===== config.mk =====
export PLATFORM = sky130hd
export DESIGN_NAME = sps_stepper_top
export DESIGN_NICKNAME = d
export VERILOG_FILES = /design/src/sps_pkg.sv /design/src/sps_prot_if.sv /design/src/sps_prot_unit.sv /design/src/sps_stepper_top.sv
export SDC_FILE = /design/constraint.sdc
export NUM_CORES = 1
export LEC_CHECK = 0
export BUFFER_PORTS_ARGS = -buffer_cell sky130_fd_sc_hd__buf_4
export CORE_MARGIN = 2
export CORE_UTILIZATION = 48
export CTS_BUF_LIST = sky130_fd_sc_hd__clkbuf_16
export CTS_CLUSTER_DIAMETER = 150
export CTS_CLUSTER_SIZE = 14
export DETAILED_ROUTE_END_ITERATION = 12
export HOLD_SLACK_MARGIN = 0.1
export PLACE_DENSITY = 0.7
export SLEW_MARGIN = 10
export SYNTH_ARGS = -nofsm -noshare
export SYNTH_HDL_FRONTEND = slang
export SYNTH_HIERARCHICAL = 1
export SYNTH_SLANG_ARGS = --single-unit

===== constraint.sdc =====
create_clock -name ref_clk -period 3.75 [get_ports ref_clk]
set_input_delay 0.5625 -clock ref_clk [delete_from_list [all_inputs] [get_ports ref_clk]]
set_output_delay 0.5625 -clock ref_clk [all_outputs]
set_load 0.03 [all_outputs]

===== src/sps_pkg.sv =====
// Purpose: shared constants and types for the stepper phase sequencer
// Assumes: ref_clk at 200 MHz; 32-bit Avalon-MM register bus, word aligned
// Notes: 64-position electrical cycle, two positions per finest micro step
package sps_pkg;
   // ****************************************************************
   // timing
   // ****************************************************************
   localparam int unsigned CLK_FREQ_MHZ = 200;
   localparam int unsigned BLANK_TIME_NS = 1250; // overcurrent dead time
   // least time, so round up to whole cycles
   localparam int unsigned BLANK_CYCLES = (BLANK_TIME_NS * CLK_FREQ_MHZ + 999) / 1000;
   localparam int unsigned CHOP_W = 16;
   localparam logic [CHOP_W-1:0] BLANK_CNT = CHOP_W'(BLANK_CYCLES);
   localparam logic [CHOP_W-1:0] CHOP_RST = 16'h0fa0; // 20 us chopping period

   // ****************************************************************
   // phase distributor
   // ****************************************************************
   localparam int unsigned POS_W = 6;
   localparam logic [POS_W-1:0] POS_INIT = 6'h08; // a+b both on
   localparam int unsigned POS_HALF_BIT = 5;
   typedef enum logic [1:0] {
      SPS_MODE_2PH = 2'b00,
      SPS_MODE_12 = 2'b01,
      SPS_MODE_W12 = 2'b10,
      SPS_MODE_2W12 = 2'b11
   } sps_mode_type;
   localparam logic [POS_W-1:0] INC_2PH = 6'h10;
   localparam logic [POS_W-1:0] INC_12 = 6'h08;
   localparam logic [POS_W-1:0] INC_W12 = 6'h04;
   localparam logic [POS_W-1:0] INC_2W12 = 6'h02;
   // conduction windows of each winding over the electrical cycle
   localparam logic [POS_W-1:0] A_ON_FROM = 6'h31;
   localparam logic [POS_W-1:0] A_ON_TO = 6'h0f;
   localparam logic [POS_W-1:0] AB_ON_FROM = 6'h11;
   localparam logic [POS_W-1:0] AB_ON_TO = 6'h2f;
   localparam logic [POS_W-1:0] B_ON_FROM = 6'h01;
   localparam logic [POS_W-1:0] B_ON_TO = 6'h1f;
   localparam logic [POS_W-1:0] BB_ON_FROM = 6'h21;
   localparam logic [POS_W-1:0] BB_ON_TO = 6'h3f;
   localparam logic [3:0] DRV_OFF = 4'h0;

   // ****************************************************************
   // fault kind codes
   // ****************************************************************
   localparam logic [1:0] KIND_NONE = 2'h0;
   localparam logic [1:0] KIND_OC = 2'h1; // about 2.5 V level
   localparam logic [1:0] KIND_OT = 2'h2; // about 3.3 V level

   // ****************************************************************
   // registers
   // ****************************************************************
   localparam int unsigned ADDR_W = 4;
   localparam logic [ADDR_W-1:0] REG_CTRL = 4'h0;
   localparam logic [ADDR_W-1:0] REG_STATUS = 4'h4;
   localparam int unsigned ST_POS_LSB = 0;
   localparam int unsigned ST_EN_BIT = 6;
   localparam int unsigned ST_OC_BIT = 7;
   localparam int unsigned ST_OT_BIT = 8;
   localparam int unsigned ST_MODE_LSB = 9;
   localparam int unsigned ST_DIR_BIT = 11;
   localparam int unsigned ST_EDGE_BIT = 12;
   localparam int unsigned N_PINS = 9;
endpackage


===== src/sps_prot_if.sv =====
// Purpose: carrier between the sequencer core and its protection unit
// Assumes: all signals on ref_clk
// Notes: the protection unit drives only the latch outputs
`timescale 1ns/10ps
interface sps_prot_if;
   // ****************************************************************
   // signals
   // ****************************************************************
   logic sys_rst;
   logic run_en;
   logic oc_raw;
   logic ot_raw;
   logic [sps_pkg::CHOP_W-1:0] chop_period;
   logic oc_latch;
   logic ot_latch;

   modport unit (
      input sys_rst, run_en, oc_raw, ot_raw, chop_period,
      output oc_latch, ot_latch
   );
   modport core (
      output sys_rst, run_en, oc_raw, ot_raw, chop_period,
      input oc_latch, ot_latch
   );
endinterface


===== src/sps_prot_unit.sv =====
// Purpose: overcurrent blanking and latched overcurrent / overheat detection
// Assumes: inputs already synchronised to ref_clk
// Notes: latches clear only through system reset
`timescale 1ns/10ps
module sps_prot_unit (
   // clock
   input wire logic ref_clk,
   // link to the core
   sps_prot_if.unit prot
);
   import sps_pkg::*;

   logic [CHOP_W-1:0] chop_cnt_ff;
   logic in_blank;

   // ****************************************************************
   // chopping period and blanking
   // ****************************************************************
   // period counter restarts each chopping period; frozen while disabled
   always_ff @(posedge ref_clk) begin
      if (prot.sys_rst) begin
         chop_cnt_ff <= '0;
      end else if (prot.run_en) begin
         if (chop_cnt_ff >= prot.chop_period - CHOP_W'(1)) begin
            chop_cnt_ff <= '0;
         end else begin
            chop_cnt_ff <= chop_cnt_ff + CHOP_W'(1);
         end
      end
   end

   // ringing after each period start is never judged
   assign in_blank = chop_cnt_ff < BLANK_CNT;

   // ****************************************************************
   // fault latches
   // ****************************************************************
   // once set a latch holds until reset, even if the cause goes away
   always_ff @(posedge ref_clk) begin
      if (prot.sys_rst) begin
         prot.oc_latch <= 1'b0;
      end else if (prot.run_en && prot.oc_raw && !in_blank) begin
         prot.oc_latch <= 1'b1;
      end
   end

   always_ff @(posedge ref_clk) begin
      if (prot.sys_rst) begin
         prot.ot_latch <= 1'b0;
      end else if (prot.run_en && prot.ot_raw) begin
         prot.ot_latch <= 1'b1;
      end
   end

   // ****************************************************************
   // checks
   // ****************************************************************
   property p_blank_ignore;
      @(posedge ref_clk) disable iff (prot.sys_rst)
      (!prot.oc_latch && in_blank) |=> !prot.oc_latch;
   endproperty
   a_blank_ignore: assert property (p_blank_ignore)
      else $error("overcurrent latched inside blanking window");

   property p_oc_hold;
      @(posedge ref_clk) disable iff (prot.sys_rst)
      prot.oc_latch |=> prot.oc_latch [*4];
   endproperty
   a_oc_hold: assert property (p_oc_hold)
      else $error("overcurrent latch cleared without reset");
endmodule


===== src/sps_stepper_top.sv =====
// Purpose: phase distributor, enable gating and fault outputs of a stepper driver
// Assumes: pin inputs asynchronous to ref_clk; reset is the power-on reset
// Notes: registers reached over Avalon-MM with waitrequest
`timescale 1ns/10ps
// Notes on behaviour
// edge_sel 1: step on rising edges only
// edge_sel 0: step on both edges
// controller keeps step rate within limits
// rotation_dir 0 clockwise, 1 counterclockwise
// controller holds direction 7 us around edges
// enable low forces all drive outputs off
// enable low freezes state, ignores inputs; pin reset and register writes still act while disabled
// controller holds mode pins around edges
// system reset from power-on or pin
// controller keeps enable low at low supply
// controller waits 10 us after reset
// fault flag pulled low on any fault
// fault kind output tells overcurrent from overheat
// detections latch and switch drive off
// only reset clears fault latches
// overcurrent ignored during 1.25 us blanking
// monitor output rate follows excitation mode
// mode and edge choice taken from pins
// controller slows step clock to stop
// reset sets initial phase, clears faults
module sps_stepper_top #(
   parameter logic [sps_pkg::CHOP_W-1:0] CHOP_DEFAULT = sps_pkg::CHOP_RST
) (
   // clock and power-on reset
   input wire logic ref_clk,
   input wire logic reset,
   // avalon-mm slave
   input wire logic [sps_pkg::ADDR_W-1:0] avs_address,
   input wire logic avs_read,
   input wire logic avs_write,
   input wire logic [31:0] avs_writedata,
   input wire logic [3:0] avs_byteenable,
   output logic [31:0] avs_readdata,
   output logic avs_waitrequest,
   // controller pins
   input wire logic step_clk,
   input wire logic rotation_dir,
   input wire logic excite_sel_a,
   input wire logic excite_sel_b,
   input wire logic edge_sel,
   input wire logic out_enable,
   input wire logic sys_rst_n,
   // protection sense inputs
   input wire logic oc_cmp,
   input wire logic ot_det,
   // excitation drive
   output logic drv_a,
   output logic drv_ab,
   output logic drv_b,
   output logic drv_bb,
   // fault and monitor outputs
   output logic prot_flag_n_o,
   output logic prot_flag_n_oe,
   output logic [1:0] prot_kind_level,
   output logic phase_monitor_out
);
   import sps_pkg::*;

   // ****************************************************************
   // declarations
   // ****************************************************************
   logic [N_PINS-1:0] pin_raw;
   logic [N_PINS-1:0] sync1_ff;
   logic [N_PINS-1:0] sync2_ff;
   logic step_prev_ff;
   logic step_s, dir_s, sel_a_s, sel_b_s, edge_s, en_s, rst_n_s, oc_s, ot_s;
   logic sys_rst_ff;
   logic step_rise, step_fall, step_ev;
   sps_mode_type mode;
   logic [POS_W-1:0] pos_ff;
   logic [POS_W-1:0] step_inc;
   logic fault;
   logic [3:0] drv_ff;
   logic flag_ff;
   logic flag_n_ff;
   logic [1:0] kind_ff;
   logic mon_ff;
   logic [CHOP_W-1:0] ctrl_ff;
   logic [31:0] rdata_ff;
   logic wait_ff;
   logic bus_req;
   sps_prot_if prot ();

   // ****************************************************************
   // functions
   // ****************************************************************
   // true when pos lies in the circular window from..to
   function automatic logic in_window(input logic [POS_W-1:0] pos,
                                      input logic [POS_W-1:0] from,
                                      input logic [POS_W-1:0] to);
      logic res;
      res = 1'b0;
      if (from <= to) begin
         res = (pos >= from) && (pos <= to);
      end else begin
         res = (pos >= from) || (pos <= to);
      end
      return res;
   endfunction

   // drive pattern {bb, b, ab, a} for one position
   function automatic logic [3:0] drive_pattern(input logic [POS_W-1:0] pos);
      logic [3:0] pat;
      pat = DRV_OFF;
      pat[0] = in_window(pos, A_ON_FROM, A_ON_TO);
      pat[1] = in_window(pos, AB_ON_FROM, AB_ON_TO);
      pat[2] = in_window(pos, B_ON_FROM, B_ON_TO);
      pat[3] = in_window(pos, BB_ON_FROM, BB_ON_TO);
      return pat;
   endfunction

   // ****************************************************************
   // pin synchronisers
   // ****************************************************************
   assign pin_raw = {ot_det, oc_cmp, sys_rst_n, out_enable, edge_sel,
                     excite_sel_b, excite_sel_a, rotation_dir, step_clk};

   // two flops per pin; only the second stage is read by logic
   always_ff @(posedge ref_clk) begin
      if (reset) begin
         sync1_ff <= '0;
         sync2_ff <= '0;
      end else begin
         sync1_ff <= pin_raw;
         sync2_ff <= sync1_ff;
      end
   end

   assign step_s = sync2_ff[0];
   assign dir_s = sync2_ff[1];
   assign sel_a_s = sync2_ff[2];
   assign sel_b_s = sync2_ff[3];
   assign edge_s = sync2_ff[4];
   assign en_s = sync2_ff[5];
   assign rst_n_s = sync2_ff[6];
   assign oc_s = sync2_ff[7];
   assign ot_s = sync2_ff[8];

   // ****************************************************************
   // system reset
   // ****************************************************************
   // pin reset is honoured even while disabled
   always_ff @(posedge ref_clk) begin
      if (reset) begin
         sys_rst_ff <= 1'b1;
      end else begin
         sys_rst_ff <= !rst_n_s;
      end
   end

   // ****************************************************************
   // step edge detection
   // ****************************************************************
   // the previous sample tracks the pin even while disabled so that
   // re-enabling never produces a phantom step
   always_ff @(posedge ref_clk) begin
      if (sys_rst_ff) begin
         step_prev_ff <= step_s; // a pin idling high must not look like an edge
      end else begin
         step_prev_ff <= step_s;
      end
   end

   assign step_rise = step_s && !step_prev_ff;
   assign step_fall = !step_s && step_prev_ff;
   // single edge or both edges, ignored while disabled
   assign step_ev = en_s && (step_rise || (!edge_s && step_fall));

   // ****************************************************************
   // phase distributor
   // ****************************************************************
   assign mode = sps_mode_type'({sel_b_s, sel_a_s});

   // step size per mode; the position itself is kept across mode changes
   always_comb begin
      case (mode)
         SPS_MODE_2PH: step_inc = INC_2PH;
         SPS_MODE_12: step_inc = INC_12;
         SPS_MODE_W12: step_inc = INC_W12;
         SPS_MODE_2W12: step_inc = INC_2W12;
         default: step_inc = INC_2PH;
      endcase
   end

   // a fault stops stepping too, so the phase is kept for diagnosis
   always_ff @(posedge ref_clk) begin
      if (sys_rst_ff) begin
         pos_ff <= POS_INIT;
      end else if (step_ev && !fault) begin
         if (dir_s) begin
            pos_ff <= pos_ff - step_inc;
         end else begin
            pos_ff <= pos_ff + step_inc;
         end
      end
   end

   // ****************************************************************
   // protection
   // ****************************************************************
   assign prot.sys_rst = sys_rst_ff;
   assign prot.run_en = en_s;
   assign prot.oc_raw = oc_s;
   assign prot.ot_raw = ot_s;
   assign prot.chop_period = ctrl_ff;
   assign fault = prot.oc_latch || prot.ot_latch;

   sps_prot_unit u_prot (
      .ref_clk(ref_clk),
      .prot(prot)
   );

   // ****************************************************************
   // outputs
   // ****************************************************************
   // drive follows position; off while disabled or after a fault
   always_ff @(posedge ref_clk) begin
      if (sys_rst_ff) begin
         drv_ff <= DRV_OFF;
      end else if (!en_s || fault) begin
         drv_ff <= DRV_OFF;
      end else begin
         drv_ff <= drive_pattern(pos_ff);
      end
   end

   // open drain flag and fault kind; overheat shown when both are set
   always_ff @(posedge ref_clk) begin
      if (sys_rst_ff) begin
         flag_ff <= 1'b0;
         flag_n_ff <= 1'b1;
         kind_ff <= KIND_NONE;
      end else begin
         flag_ff <= fault;
         flag_n_ff <= !fault;
         if (prot.ot_latch) begin
            kind_ff <= KIND_OT;
         end else if (prot.oc_latch) begin
            kind_ff <= KIND_OC;
         end else begin
            kind_ff <= KIND_NONE;
         end
      end
   end

   // monitor is high in the first half of the electrical cycle, so its
   // rate per step clock shrinks as the step size shrinks
   always_ff @(posedge ref_clk) begin
      if (sys_rst_ff) begin
         mon_ff <= 1'b0;
      end else begin
         mon_ff <= !pos_ff[POS_HALF_BIT];
      end
   end

   assign drv_a = drv_ff[0];
   assign drv_ab = drv_ff[1];
   assign drv_b = drv_ff[2];
   assign drv_bb = drv_ff[3];
   assign prot_flag_n_o = flag_n_ff;
   assign prot_flag_n_oe = flag_ff;
   assign prot_kind_level = kind_ff;
   assign phase_monitor_out = mon_ff;

   // ****************************************************************
   // register bus
   // ****************************************************************
   assign bus_req = avs_read || avs_write;

   // one wait cycle per access, then a single-cycle acknowledge
   always_ff @(posedge ref_clk) begin
      if (reset) begin
         wait_ff <= 1'b1;
      end else begin
         wait_ff <= !(bus_req && wait_ff);
      end
   end

   // read data captured while waitrequest is still high; unmapped reads zero
   always_ff @(posedge ref_clk) begin
      if (reset) begin
         rdata_ff <= '0;
      end else if (avs_read && wait_ff) begin
         rdata_ff <= '0;
         case (avs_address)
            REG_CTRL: rdata_ff[CHOP_W-1:0] <= ctrl_ff;
            REG_STATUS: begin
               rdata_ff[ST_POS_LSB +: POS_W] <= pos_ff;
               rdata_ff[ST_EN_BIT] <= en_s;
               rdata_ff[ST_OC_BIT] <= prot.oc_latch;
               rdata_ff[ST_OT_BIT] <= prot.ot_latch;
               rdata_ff[ST_MODE_LSB +: 2] <= mode;
               rdata_ff[ST_DIR_BIT] <= dir_s;
               rdata_ff[ST_EDGE_BIT] <= edge_s;
            end
            default: rdata_ff <= '0;
         endcase
      end
   end

   // chopping period; writes land on the acknowledge edge only
   always_ff @(posedge ref_clk) begin
      if (reset) begin
         ctrl_ff <= CHOP_DEFAULT;
      end else if (avs_write && !wait_ff && avs_address == REG_CTRL) begin
         if (avs_byteenable[0]) begin
            ctrl_ff[7:0] <= avs_writedata[7:0];
         end
         if (avs_byteenable[1]) begin
            ctrl_ff[15:8] <= avs_writedata[15:8];
         end
      end
   end

   assign avs_readdata = rdata_ff;
   assign avs_waitrequest = wait_ff;

   // ****************************************************************
   // checks
   // ****************************************************************
   property p_rise_only;
      @(posedge ref_clk) disable iff (sys_rst_ff)
      (edge_s && step_fall && !step_rise) |=> $stable(pos_ff);
   endproperty
   a_rise_only: assert property (p_rise_only)
      else $error("falling edge stepped in single edge mode");

   property p_both_edges;
      @(posedge ref_clk) disable iff (sys_rst_ff)
      (en_s && !edge_s && step_fall && !fault) |=> !$stable(pos_ff);
   endproperty
   a_both_edges: assert property (p_both_edges)
      else $error("falling edge missed in both edge mode");

   property p_cw_step;
      @(posedge ref_clk) disable iff (sys_rst_ff)
      (step_ev && !fault && !dir_s && mode == SPS_MODE_W12)
         |=> pos_ff == $past(pos_ff) + INC_W12;
   endproperty
   a_cw_step: assert property (p_cw_step)
      else $error("clockwise step size wrong");

   property p_ccw_step;
      @(posedge ref_clk) disable iff (sys_rst_ff)
      (step_ev && !fault && dir_s && mode == SPS_MODE_2PH)
         |=> pos_ff == $past(pos_ff) - INC_2PH;
   endproperty
   a_ccw_step: assert property (p_ccw_step)
      else $error("counterclockwise step wrong");

   property p_enable_off;
      @(posedge ref_clk) disable iff (sys_rst_ff)
      !en_s |=> (drv_a || drv_ab || drv_b || drv_bb) == 1'b0;
   endproperty
   a_enable_off: assert property (p_enable_off)
      else $error("drive on while disabled");

   property p_freeze;
      @(posedge ref_clk) disable iff (sys_rst_ff)
      (!en_s ##1 !en_s) |-> $stable(pos_ff) && $stable(prot.oc_latch);
   endproperty
   a_freeze: assert property (p_freeze)
      else $error("state changed while disabled");

   property p_pin_reset;
      @(posedge ref_clk) disable iff (reset)
      !rst_n_s |=> ##1 (pos_ff == POS_INIT && !prot_flag_n_oe);
   endproperty
   a_pin_reset: assert property (p_pin_reset)
      else $error("pin reset did not restore initial state");

   property p_flag;
      @(posedge ref_clk) disable iff (sys_rst_ff)
      fault |=> (prot_flag_n_oe && !prot_flag_n_o) [*2];
   endproperty
   a_flag: assert property (p_flag)
      else $error("fault flag not pulled low");

   property p_kind;
      @(posedge ref_clk) disable iff (sys_rst_ff)
      (prot.oc_latch && !prot.ot_latch) |=> prot_kind_level == KIND_OC;
   endproperty
   a_kind: assert property (p_kind)
      else $error("overcurrent kind level wrong");

   property p_fault_off;
      @(posedge ref_clk) disable iff (sys_rst_ff)
      fault |=> (drv_ff == DRV_OFF && fault) [*3];
   endproperty
   a_fault_off: assert property (p_fault_off)
      else $error("drive on after fault latch");
endmodule


==> results.json <==
{
  "initial_core_util_pct": 49.6,
  "reg2reg_slack_ps": 730,
  "worstSetupPathType": "reg2reg",
  "finalMaxSlewViolations": 0,
  "synth-edff-count": 0,
  "min_from": "sync2_ff[6]$_SDFF_PP0_",
  "cts_hold_buf": 0,
  "syn-mean-instance-area_um2": 9.33,
  "drive_gt1_share_pct": 18.2,
  "power_w": 0.00187,
  "grt_max_degree": 46,
  "cts_resized": 0,
  "h-tree-depth": 3,
  "num_vias": 3121,
  "avgViaCountPerCell": 5.17,
  "synth-async-reset-ratio_pct": 0,
  "r2r_cells": 11,
  "gr-total-overflow": 0,
  "place_worst_setup_slack_ps": 749,
  "synth_commonest_cells": "85 x dfxtp_1, 55 x nor2_1, 31 x mux2i_1, 31 x nand2_1, 26 x a21oi_1",
  "grt_pass1_vias": 2924,
  "numCtsBuffers": 9,
  "hold_depth": 1,
  "finalWirelength_um": 8400,
  "status": "finished clean",
  "synth_area_leader_cell": "dfxtp_1",
  "antenna_found_initial": 0,
  "drt_iter0_markers": 91,
  "clkTransAtPathRegs_ps": 70,
  "area_delta_synth_final_pct": 17.9,
  "ir_worst_vdd_mv": 0.218,
  "timing.final.crit_period_ps": 3020,
  "cts_tree": "built",
  "dp_hpwl_um": 6280,
  "worst_pin_slew_ps": 918,
  "place_inst": 588,
  "layout.cells.non_filler": 604,
  "gp_congestion": 0.813,
  "grt_pass1_wl_um": 13800,
  "avgRoutedWirePerCell_um": 13.9,
  "dr.pass1.iters": 4,
  "ys_seq_elements": 85,
  "synth.distinct_cells": 50,
  "holdPathEnd": "prot.sys_rst$_SDFF_PP1_",
  "slew_headroom_pct": 38.6,
  "r2r-end": "u_prot/chop_cnt_ff[9]$_SDFFE_PP0P_",
  "min_path_type": "reg2reg",
  "cellLeakagePower_nw": 2.05,
  "post-route-util_pct": 58.5,
  "min_period_over_period_pct": 80.6,
  "yosysMostFrequentCell": "dfxtp_1",
  "final_antenna_net_count": 0,
  "finClkSkew_ps": 9.19,
  "drc": 0,
  "synth_top_cell_area_share_pct": 41.5,
  "grt_setup_unrepaired": "no",
  "die_w_um": 96.4,
  "grtUsageTotal_pct": 19.5,
  "core_mm2": 0.00826,
  "die-area_mm2": 0.00929,
  "antenna_cells": 0,
  "max-cap-violations": 0,
  "hold_viol_final": 0,
  "post_cts_buffers": 0,
  "cts.sinks": 85,
  "num-nets-final": 570,
  "crit_arrival_ps": 3220,
  "synth_top_flop_cell": "dfxtp_1",
  "numPortBuffers": 60,
  "rr_startpoint": "ctrl_ff[6]$_SDFFE_PP0P_",
  "fin_setup_tns_ps": 0,
  "cts_root_buf": "clkbuf_16",
  "start_kind": "flop",
  "rows": 33,
  "critPathRequiredTime_ps": 3950,
  "ys_seq_area_share_pct": 41.5,
  "fmax_mhz": 331,
  "worstSkewPairLatency_ps": 330,
  "io_pins": 95,
  "synthesis.area_mm2": 0.00410,
  "crit_fanout": 15,
  "syn_inst": 439,
  "clock_tree.buffer_depth": 2,
  "setup-violations-final": 0,
  "worstSetupEndpointType": "flop",
  "fin_ws_ps": 728,
  "netlist_top_cells_area": "dfxtp_1 42%, mux2i_1 7.6%, ha_1 7.0%, nor2_1 5.0%, nor2b_1 3.8%",
  "power_density_mw_per_mm2": 386,
  "yosysWarnings": 6,
  "die_h_um": 96.4
}
-- through the flow --
step	instance area, um2	hold WS [ps]
floorplan	4150	343
global route	4830	383
detailed placement	4540	354
finish	4830	366
CTS	4830	369
global placement	4540	349
-- power by group --
group | internal [W] | leakage (nW) | switching [W]
registers | 0.000915 | 0.690 | 0.00000991
logic | 0.0000467 | 1.23 | 0.0000722
clock network | 0.000457 | 0.139 | 0.000364
total | 0.00142 | 2.05 | 0.000446
-- placed cells by master, fill, tap and decap left out, drive strengths merged, types with 2 or more instances in the layout --
cell and count:
a211oi 4, xnor2 17, clkbuf 9, nand3 8, nand2 32, a31oi 3, nor2 55, nand3b 2
clkinv 4, dfxtp 85, nand4 9, nand2b 3, o21ai 7, or3b 2, nor2b 25, o21a 2
a21oi 26, mux2i 31, nor4 9, mux2 2, buf 60, inv 11, conb 16, xor2 13
ha 23, o211ai 3, nor3 22, or3 2
-- state kept, by name, summed over array words and instances, names as in the netlist --
name	cells
step_prev_ff	1
sync2_ff	9
ctrl_ff	16
u_prot/chop_cnt_ff	16
avs_readdata	16
prot_flag_n_o	1
prot.sys_rst	1
drv_ff	4
u_prot/prot.oc_latch	1
sync1_ff	9
avs_waitrequest	1
u_prot/prot.ot_latch	1
phase_monitor_out	1
prot_flag_n_oe	1
pos_ff	5
prot_kind_level	2
-- cell families (layout without fill, tap and decap cells) --
| logic type | after synthesis | after routing | synth area share (%) |
|---|---|---|---|
| simple gates | 175 | 175 | 22.8 |
| flops | 85 | 85 | 41.5 |
| compound gates | 52 | 52 | 8.55 |
| buf+inv | 40 | 85 | 5.47 |
| mux | 33 | 33 | 8.12 |
| xor+xnor | 30 | 30 | 6.41 |
| fa+ha+maj | 23 | 23 | 7.03 |
| other cells | 1 | 16 | 0.0915 |
-- how the worst max path moves through the flow --
stage                                          end  cells after the start               startpoint  slack (ps)
2_1_floorplan   u_prot/chop_cnt_ff[5]$_SDFFE_PP0P_                     12  ctrl_ff[7]$_SDFFE_PP1P_        1100
3_3_place_gp   u_prot/chop_cnt_ff[11]$_SDFFE_PP0P_                     11  ctrl_ff[6]$_SDFFE_PP0P_         850
3_5_place_dp   u_prot/chop_cnt_ff[13]$_SDFFE_PP0P_                     11  ctrl_ff[6]$_SDFFE_PP0P_         750
4_1_cts         u_prot/chop_cnt_ff[9]$_SDFFE_PP0P_                     11  ctrl_ff[6]$_SDFFE_PP0P_         730
5_1_grt         u_prot/chop_cnt_ff[3]$_SDFFE_PP0P_                     11  ctrl_ff[6]$_SDFFE_PP0P_         540
6_report        u_prot/chop_cnt_ff[9]$_SDFFE_PP0P_                     11  ctrl_ff[6]$_SDFFE_PP0P_         730
-- worst max-delay path, cell delays in order (launching register included) --
cell	delay (ps)
dfxtp_1	380
or3_4	430
nor4_4	190
nand2b_1	130
nor4_2	200
xnor2_1	130
ha_1	300
nand2_2	70
nor4_4	350
o311ai_4	170
a31oi_4	430
nor2_1	100
-- area by class of cell --
cell class	count	area [um2]
clock inverter	7	60.1
inverter	9	33.8
tap	105	131
clock buffer	9	225
sequential	85	1700
multi-input combinational	329	2230
timing repair buffer	60	450
fill	760	3430
-- layer usage --
metal  wire length, um  track usage [%]  share of wire (%)  vias up
met4               144             5.99                1.7        0
met3               374             4.81                4.5       12
li1                  -                -                  -     1601
met1              3870             24.3                 46     1438
met5                 0                0                  0        -
met2              4020             33.3                 48       70
Note: power is estimated with default switching activity, not from simulation.
